File: config.mk
export PLATFORM = sky130hd
export DESIGN_NAME = adcsc_top
export DESIGN_NICKNAME = d
export VERILOG_FILES = /design/src/hdl/adcsc_pkg.sv /design/src/hdl/adcsc_sync.sv /design/src/hdl/adcsc_top.sv
export VERILOG_INCLUDE_DIRS = /design/src /design/src/hdl
export SDC_FILE = /design/constraint.sdc
export NUM_CORES = 1
export LEC_CHECK = 0
export CORE_ASPECT_RATIO = 1.2
export CORE_MARGIN = 2
export CORE_UTILIZATION = 45
export DETAILED_ROUTE_END_ITERATION = 8
export DONT_BUFFER_PORTS = 1
export PLACE_DENSITY = 0.59
export SETUP_SLACK_MARGIN = 0.4
export SLEW_MARGIN = 30
export SYNTH_ARGS = -nofsm -noshare
export SYNTH_HDL_FRONTEND = slang
export SYNTH_SLANG_ARGS = --single-unit
export TNS_END_PERCENT = 50
File: constraint.sdc
create_clock -name hclk -period 5 [get_ports hclk]
set_input_delay 0.5 -clock hclk [delete_from_list [all_inputs] [get_ports hclk]]
set_output_delay 0.5 -clock hclk [all_outputs]
set_load 0.005 [all_outputs]
File: src/hdl/adcsc_consts.svh
`ifndef ADCSC_CONSTS_SVH
`define ADCSC_CONSTS_SVH

// Register byte offsets
`define ADCSC_CTRL_OFS 8'h00
`define ADCSC_DONE_OFS 8'h04
`define ADCSC_CONV_OFS 8'h08

// Control and done register field positions
`define ADCSC_BIT_LJST 0
`define ADCSC_BIT_WIN 1
`define ADCSC_BIT_SRC_LO 2
`define ADCSC_BIT_SRC_HI 3
`define ADCSC_BIT_BUSY 4
`define ADCSC_BIT_TRACK 5
`define ADCSC_BIT_DONE 0

// Reset values
`define ADCSC_SRC_RESET 2'h0
`define ADCSC_CONV_CYC_RESET 8'h10

// Tracking lasts this many converter clocks
`define ADCSC_TRACK_CLOCKS 2'h3

`endif

File: src/hdl/adcsc_pkg.sv
package adcsc_pkg;
    // Conversion sequencer states, one-hot
    typedef enum logic [3:0] {
        ADCSC_IDLE = 4'h1,
        ADCSC_TRACK = 4'h2,
        ADCSC_GATE = 4'h4,
        ADCSC_CONV = 4'h8
    } adcsc_state_t;

    // Start-source codes
    typedef enum logic [1:0] {
        ADCSC_SRC_SW = 2'h0,
        ADCSC_SRC_T3 = 2'h1,
        ADCSC_SRC_PIN = 2'h2,
        ADCSC_SRC_T2 = 2'h3
    } adcsc_src_t;
endpackage

File: src/hdl/adcsc_sync.sv
`include "adcsc_consts.svh"
// Three-flop synchroniser with agreement of the last two stages
module adcsc_sync (
    input wire logic hclk,
    input wire logic hresetn,
    input wire logic async_in,
    output logic sync_out
);
    typedef struct packed {
        logic s1;
        logic s2;
        logic s3;
        logic level;
    } adcsc_sync_st_t;

    adcsc_sync_st_t st_reg; // All state
    adcsc_sync_st_t st_next; // Next state

    // First stage is read only by the second
    always_comb begin
        st_next = st_reg;
        st_next.s1 = async_in;
        st_next.s2 = st_reg.s1;
        st_next.s3 = st_reg.s2;
        if (st_reg.s2 == st_reg.s3) begin // Change counts once they agree
            st_next.level = st_reg.s3;
        end
    end

    // Registers
    always_ff @(posedge hclk or negedge hresetn) begin
        if (!hresetn) begin
            // Reset to the idle-high level so that release brings no false edge
            st_reg <= '1;
        end else begin
            st_reg <= st_next;
        end
    end

    assign sync_out = st_reg.level;
endmodule // adcsc_sync

File: src/hdl/adcsc_top.sv
`include "adcsc_consts.svh"
module adcsc_top
    import adcsc_pkg::*;
(
    input wire logic hclk,
    input wire logic hresetn,
    input wire logic hsel,
    input wire logic [31:0] haddr,
    input wire logic [1:0] htrans,
    input wire logic hwrite,
    input wire logic [2:0] hsize,
    input wire logic [31:0] hwdata,
    input wire logic hready,
    output logic [31:0] hrdata,
    output logic hreadyout,
    output logic hresp,
    input wire logic sar_clk_tick,
    input wire logic timer3_overflow,
    input wire logic timer2_overflow,
    input wire logic external_convert_start,
    input wire logic window_match,
    output logic tracking_active,
    output logic conversion_start,
    output logic conversion_busy_flag,
    output logic conversion_done_flag,
    output logic window_match_flag,
    output logic left_justify_select
);
    // All state of the block
    typedef struct packed {
        adcsc_state_t state;
        logic [1:0] start_source_field;
        logic tracking_mode_select;
        logic window_flag;
        logic ljst;
        logic done_flag;
        logic [7:0] conv_cycles;
        logic [7:0] conv_cnt;
        logic [1:0] track_cnt;
        logic pin_prev;
        logic wr_pend;
        logic [7:0] wr_addr;
        logic [31:0] rdata;
        logic start_pulse;
        logic tracking;
    } adcsc_st_t;

    adcsc_st_t st_reg; // Registered state
    adcsc_st_t st_next; // Next state
    logic pin_level; // Synchronised start pin
    logic pin_rise; // Rising edge of the pin
    logic addr_ok; // Address phase accepted
    logic sw_start; // Software busy write of one
    logic trig; // Selected trigger event

    // Pin goes through the three-flop synchroniser first
    adcsc_sync u_sync (
        .hclk(hclk),
        .hresetn(hresetn),
        .async_in(external_convert_start),
        .sync_out(pin_level)
    );

    // Next-state logic: bus slave, flags and sequencer
    always_comb begin
        st_next = st_reg;
        st_next.start_pulse = 1'b0;
        addr_ok = hsel && hready && htrans[1];
        pin_rise = pin_level && !st_reg.pin_prev;
        st_next.pin_prev = pin_level;
        sw_start = 1'b0;
        // Address phase captured; data handled next cycle
        if (addr_ok) begin
            st_next.wr_pend = hwrite;
            st_next.wr_addr = haddr[7:0];
        end else begin
            st_next.wr_pend = 1'b0;
        end
        // Read data prepared in the address phase, zero when unmapped
        if (addr_ok && !hwrite) begin
            st_next.rdata = 32'h0;
            unique case (haddr[7:0])
                `ADCSC_CTRL_OFS: begin
                    st_next.rdata[`ADCSC_BIT_LJST] = st_reg.ljst;
                    st_next.rdata[`ADCSC_BIT_WIN] = st_reg.window_flag;
                    st_next.rdata[`ADCSC_BIT_SRC_HI:`ADCSC_BIT_SRC_LO] =
                        st_reg.start_source_field;
                    st_next.rdata[`ADCSC_BIT_BUSY] = st_reg.state[3];
                    st_next.rdata[`ADCSC_BIT_TRACK] = st_reg.tracking_mode_select;
                end
                `ADCSC_DONE_OFS: begin
                    st_next.rdata[`ADCSC_BIT_DONE] = st_reg.done_flag;
                end
                `ADCSC_CONV_OFS: begin
                    st_next.rdata[7:0] = st_reg.conv_cycles;
                end
                default: begin
                    st_next.rdata = 32'h0;
                end
            endcase
        end
        // Write data phase
        if (st_reg.wr_pend) begin
            unique case (st_reg.wr_addr)
                `ADCSC_CTRL_OFS: begin
                    st_next.ljst = hwdata[`ADCSC_BIT_LJST];
                    if (!hwdata[`ADCSC_BIT_WIN]) begin
                        st_next.window_flag = 1'b0;
                    end
                    st_next.start_source_field =
                        hwdata[`ADCSC_BIT_SRC_HI:`ADCSC_BIT_SRC_LO];
                    st_next.tracking_mode_select = hwdata[`ADCSC_BIT_TRACK];
                    // Only a one in software mode starts; zero does nothing
                    sw_start = hwdata[`ADCSC_BIT_BUSY] &&
                        (st_reg.start_source_field == ADCSC_SRC_SW);
                end
                `ADCSC_DONE_OFS: begin
                    if (!hwdata[`ADCSC_BIT_DONE]) begin
                        st_next.done_flag = 1'b0;
                    end
                end
                `ADCSC_CONV_OFS: begin
                    st_next.conv_cycles = hwdata[7:0];
                end
                default: begin
                    st_next.conv_cycles = st_reg.conv_cycles;
                end
            endcase
        end
        // Trigger decode from the source field
        unique case (adcsc_src_t'(st_reg.start_source_field))
            ADCSC_SRC_SW: trig = sw_start;
            ADCSC_SRC_T3: trig = timer3_overflow;
            ADCSC_SRC_PIN: trig = pin_rise;
            ADCSC_SRC_T2: trig = timer2_overflow;
        endcase
        // Sequencer; triggers during a conversion are ignored
        unique case (st_reg.state)
            ADCSC_IDLE: begin
                if (st_reg.tracking_mode_select &&
                    st_reg.start_source_field == ADCSC_SRC_PIN) begin
                    st_next.state = ADCSC_GATE;
                end else if (trig && st_reg.tracking_mode_select) begin
                    st_next.state = ADCSC_TRACK;
                    st_next.track_cnt = `ADCSC_TRACK_CLOCKS;
                end else if (trig) begin
                    st_next.state = ADCSC_CONV;
                    st_next.conv_cnt = st_reg.conv_cycles;
                    st_next.start_pulse = 1'b1;
                end
            end
            ADCSC_TRACK: begin
                // Counts converter clock ticks, not system clocks
                if (sar_clk_tick) begin
                    if (st_reg.track_cnt == 2'h1) begin
                        st_next.state = ADCSC_CONV;
                        st_next.conv_cnt = st_reg.conv_cycles;
                        st_next.start_pulse = 1'b1;
                    end else begin
                        st_next.track_cnt = st_reg.track_cnt - 2'h1;
                    end
                end
            end
            ADCSC_GATE: begin
                // Tracks while the pin is low; rising edge converts
                if (!(st_reg.tracking_mode_select &&
                      st_reg.start_source_field == ADCSC_SRC_PIN)) begin
                    st_next.state = ADCSC_IDLE;
                end else if (pin_rise) begin
                    st_next.state = ADCSC_CONV;
                    st_next.conv_cnt = st_reg.conv_cycles;
                    st_next.start_pulse = 1'b1;
                end
            end
            ADCSC_CONV: begin
                if (sar_clk_tick) begin
                    if (st_reg.conv_cnt <= 8'h1) begin
                        st_next.state = ADCSC_IDLE;
                        st_next.done_flag = 1'b1;
                    end else begin
                        st_next.conv_cnt = st_reg.conv_cnt - 8'h1;
                    end
                end
            end
            default: begin
                st_next.state = ADCSC_IDLE;
            end
        endcase
        st_next.tracking = (st_next.state == ADCSC_TRACK) ||
            (st_next.state == ADCSC_GATE && !pin_level);
        // Match set wins over a same-cycle software clear
        if (window_match) begin
            st_next.window_flag = 1'b1;
        end
    end

    // State register
    always_ff @(posedge hclk or negedge hresetn) begin
        if (!hresetn) begin
            st_reg <= '0;
            st_reg.state <= ADCSC_IDLE;
            st_reg.start_source_field <= `ADCSC_SRC_RESET;
            st_reg.conv_cycles <= `ADCSC_CONV_CYC_RESET;
            // Matches the synchroniser's reset level: no false rising edge
            st_reg.pin_prev <= 1'b1;
        end else begin
            st_reg <= st_next;
        end
    end

    // Outputs straight from flops; bus ready and response tied off
    assign hrdata = st_reg.rdata;
    assign hreadyout = 1'b1;
    assign hresp = 1'b0;
    assign tracking_active = st_reg.tracking;
    assign conversion_start = st_reg.start_pulse;
    assign conversion_busy_flag = st_reg.state[3];
    assign conversion_done_flag = st_reg.done_flag;
    assign window_match_flag = st_reg.window_flag;
    assign left_justify_select = st_reg.ljst;
endmodule // adcsc_top

Word-level counts from Yosys, hierarchy flattened
Index checks and enable logic that the tools add are counted.
{"block": "word_totals", "output_inout_bits": 40, "ff_bits": 52, "word_cells": 121, "input_bits": 79}
{"block": "classes", "n_lt_le_gt_ge": 1, "addsub": 2, "n_reduce_logical": 24, "n_eq_ne": 27, "mux": 48}
{"op": "$mux W8", "count": 8}
{"op": "$mux W4", "count": 9}
{"op": "$pmux W8 S4", "count": 1}
{"op": "$ne A2 B2 Y1 const B", "count": 11}
{"op": "$mux W10", "count": 2}
{"op": "$mux W1", "count": 17}
{"op": "$eq A8 B3 Y1 const B", "count": 2}
{"op": "$eq A8 B4 Y1 const B", "count": 2}
{"op": "$logic_not A8 Y1", "count": 2}
{"op": "$pmux W4 S4", "count": 1}
{"op": "$mux W11", "count": 1}
{"op": "$pmux W5 S2", "count": 1}
{"op": "$reduce_and A10 Y1", "count": 1}
{"op": "$eq A4 B2 Y1 const B", "count": 2}
{"op": "$eq A4 B3 Y1 const B", "count": 2}
{"op": "$le A8 B1 Y1 const B", "count": 1}
{"op": "$logic_and A1 B1 Y1", "count": 8}
{"op": "$mux W2", "count": 4}
{"op": "$sub A8 B1 Y8 const B", "count": 1}
{"op": "$pmux W1 S3", "count": 2}
{"op": "$reduce_bool A2 Y1", "count": 3}
{"op": "$reduce_and A5 Y1", "count": 1}
{"op": "$eq A2 B1 Y1 const B", "count": 2}
{"op": "$eq A2 B2 Y1 const B", "count": 2}
{"op": "13 further kinds", "count": 16}

Logic depth before layout (Yosys ltp)
{"block": "depth", "word_depth": 12, "mapped_depth": 7, "mapped_depth_nobuf": 7}

Modules after synthesis
Synthesis repeated with hierarchy kept, for this count alone.
{"block": "hier_totals", "cells_unflattened": 272, "hier_area_um2": 2930.3}
{"module": "adcsc_top", "area_each_um2": 2813.9, "cells_each": 267, "seq_area_each_um2": 1204.9, "n_inst": 1}
{"module": "adcsc_sync", "area_each_um2": 116.4, "cells_each": 5, "seq_area_each_um2": 105.1, "n_inst": 1}

Least setup slack after synthesis
OpenSTA, ideal clock, no wires.
{"block": "synth_timing", "path_type": "reg2reg", "start": "reg st_reg[68] (netlist name)", "end": "reg st_reg[47] (netlist name)", "slack_ns": 3.180, "arrival_ns": 1.747, "setup_time_ns": 0.073, "stages_incl_launch_ff": 7, "path_cell_list": "dfstp_2 buf_6 or4b_1 o311ai_2 o211a_4 and3_4 a2bb2oi_2"}
{"block": "synth_between", "elab_chain_cells": 3}
{"element": "start, declared", "line": "adcsc_top.sv:48", "rtl": "adcsc_st_t st_reg;"}
{"element": "start signal, assigned", "line": "adcsc_top.sv:207", "rtl": "st_reg <= st_next;"}
{"element": "$eq A4 B4 Y1, or another cell as far along", "line": "adcsc_top.sv:138", "rtl": "unique case (st_reg.state)"}
{"element": "$reduce_bool A4 Y1 (no line) / $ne A2 B2 Y1 (equally long branches)"}
{"element": "$reduce_and A10 Y1 (no line)"}
Parallel ways exist; a longest one is shown, timed or not.
A chain may end at the register's enable or synchronous reset.

Worst setup path in the final report
{"block": "layout_timing", "start": "reg st_reg[68] (netlist name)", "end": "reg st_reg[50] (netlist name)"}
The elaborated chain is that of the path after synthesis.

==> flow_metrics.py <==
metrics = {
    "power_and_ir_drop": {
        "power.leakage_uw": 0.00118,
        "powerDensity_nw_per_um2": 419,
        "ir_drop_v": 0.000245,
        "finalPower_uw": 1200,
    },
    "sta": {
        "max_freq_mhz": 482,
        "worst_pin_slew_ns": 0.695,
        "hold_viol": 0,
        "clock_skew_ns": 0.0121,
        "setup_viol": 0,
        "period_share_pct": 41.5,
        "rsz0062_at_grt": "false",
        "setup-tns-final_ns": 0,
        "period_minus_slack_ns": 2.07,
        "slew-limit-headroom_pct": 53.3,
        "slew_violations": 0,
    },
    "place": {
        "dp_hpwl_um": 3920,
        "numPortBuffers": 0,
        "place_inst": 328,
        "routabilityCongestion": 0.786,
    },
    "final_layout": {
        "final_common_cell": "dfrtp_1",
        "diodes": 0,
        "utilization_pct": 47.1,
        "stdcell_count": 337,
        "drive_gt1_share_pct": 20.0,
        "final_cell_mix": "dfrtp_1, conb_1, mux2_2",
        "largest_register_ffs": 34,
        "fin_nets": 336,
        "area_delta_synth_final_pct": 0.747,
    },
    "detailed_routing": {
        "wire_per_inst_um": 16.4,
        "drc": 0,
        "viasPerCell": 5.58,
        "drt-pass1-iter-count": 4,
        "vias": 1880,
        "ant_nets": 0,
        "drt_iter0_markers": 94,
        "wl_um": 5540,
    },
    "die": {
        "die_y_um": 91.2,
        "row_count": 31,
        "start_util_pct": 46.8,
        "die-area_um2": 6990,
        "io_pins": 119,
        "die_w_um": 76.6,
        "core-area_um2": 6090,
    },
    "clock_network": {
        "root_buffer": "clkbuf_8",
        "insertion_delay_ns": 0.31,
        "htreeDepth": 2,
        "clock-sinks": 52,
        "cts_buffers": 5,
        "cts_buffer_depth": 2,
        "post_cts_resized": 0,
        "cts_tree": "yes",
        "path_clk_slew_ns": 0.11,
    },
    "setup_path": {
        "worst-r2r-cell-count": 4,
        "worstReg2RegStart": "st_reg[68]",
        "start_kind": "flip-flop",
        "reg2reg_slack_ns": 2.93,
        "end_kind": "flip-flop",
        "crit_fanout": 9,
        "critical_path_class": "flip-flop to flip-flop",
        "rr_endpoint": "st_reg[50]",
        "arrival_ns": 2.30,
        "worstPathRequired_ns": 5.23,
    },
    "flow_run": {
        "maxCapViolCount": 0,
    },
    "grt": {
        "track_usage_pct": 16.4,
        "gr-total-overflow": 0,
        "grt_pass1_vias": 1780,
        "antenna_found_initial": 0,
        "grt_max_degree": 47,
        "grt_pass1_wl_um": 9050,
    },
    "logic_synthesis": {
        "ys_warn_count": 0,
        "netlist_area_um2": 2850,
        "async_flop_share_pct": 100,
        "synth_seq_area_share_pct": 46.0,
        "ys_types": 55,
        "synthCells": 262,
        "yosys_most_used_dff": "dfrtp_1",
        "synth_edf_count": 0,
        "ys_ff_latch": 52,
        "syn_avg_cell_area_um2": 10.9,
    },
    "hold_path": {
        "hp-class": "input pin to asynchronous set/reset pin",
    },
    "status": {
        "status": "finished clean",
    },
}
## worst max-delay path by stage
| stage | slack [ns] | end | cells after the start | start |
|---|---|---|---|---|
| finish | 2.93 | st_reg[50] | 4 | st_reg[68] |
| global route | 2.72 | st_reg[49] | 4 | st_reg[68] |
| CTS | 2.89 | st_reg[50] | 4 | conversion_busy_flag |
| detailed placement | 2.91 | st_reg[50] | 4 | conversion_busy_flag |
| global placement | 2.93 | st_reg[50] | 4 | conversion_busy_flag |
| floorplan | 3.18 | st_reg[47] | 6 | st_reg[68] |
## Yosys cell counts (2+ instances only)
cell | count | area, um^2
clkbuf_1 | 2 | 7.51
a31oi_1 | 6 | 37.5
nor4b_2 | 3 | 45.0
conb_1 | 2 | 7.51
buf_6 | 2 | 22.5
nand4_1 | 4 | 25.0
nor2_1 | 11 | 41.3
nor3_1 | 5 | 25.0
mux2_2 | 20 | 225
dfstp_2 | 7 | 184
buf_4 | 35 | 263
ha_1 | 3 | 37.5
inv_1 | 5 | 18.8
nand2b_1 | 6 | 37.5
or4b_1 | 2 | 20.0
nor3b_1 | 3 | 22.5
a32o_1 | 2 | 20.0
dfrtp_1 | 45 | 1130
a2bb2oi_2 | 2 | 30.0
nand2_1 | 15 | 56.3
o22ai_1 | 4 | 25.0
nand3b_1 | 4 | 30.0
a21o_1 | 4 | 30.0
nor4_1 | 3 | 18.8
mux2i_1 | 6 | 60.1
o21ai_0 | 15 | 75.1
a21oi_1 | 9 | 45.0
nor4b_1 | 2 | 17.5
nand3_1 | 9 | 45.0
## cell type report
| cell class | instances | area (um^2) |
|---|---|---|
| clock buffers | 5 | 68.8 |
| fillers | 585 | 3220 |
| flip-flops and latches | 52 | 1310 |
| multi-input cells | 188 | 1310 |
| well taps | 82 | 103 |
| inverters | 5 | 18.8 |
| repair buffers | 2 | 35.0 |
| clock inverters | 3 | 26.3 |
## critical path, stage by stage (launching register included)
cell	delay, ns
dfstp_2	0.64
nor4b_2	0.44
nand3_1	0.41
and2_2	0.36
a21oi_1	0.16
## power by group
part / switching, uW / total (uW) / internal [uW]
Combinational: 179 / 344 / 165
Sequential: 105 / 605 / 499
Clock: 150 / 252 / 102
## kinds of logic after synthesis
| group | share of synthesized area (%) |
|---|---|
| other | 0.264 |
| multiplexers | 10.0 |
| AO/OA/AOI/OAI | 14.4 |
| AND/OR/NAND/NOR | 16.1 |
| adder cells (fa/ha/maj) | 1.67 |
| flip-flops | 46.0 |
| XOR/XNOR | 0.307 |
| buffers and inverters | 11.2 |
## per-stage QoR
stage / hold WS [ns] / cell area, um^2 / setup slack (ns)
after floorplan: 0.204 / 2940 / 3.18
after global placement: 0.205 / 2750 / 2.93
after detailed placement: 0.205 / 2750 / 2.91
after CTS: 0.0132 / 2870 / 2.89
after global routing: 0.00517 / 2870 / 2.72
final: 0.0111 / 2870 / 2.93
## timing repair
| action | in CTS | in global routing |
|---|---|---|
| endpoints found under the hold margin | 46 | 0 |
| setup buffers | 0 | 0 |
| hold buffers | 1 | 0 |
## metal layers
metal | GRT usage, % | part of all wire (%)
met1 | 20.9 | 45
met2 | 27.4 | 50
met3 | 3.98 | 4.9
met4 | 5.45 | 0.87
met5 | 0 | 0
Note: power is estimated with default switching activity, not from simulation.
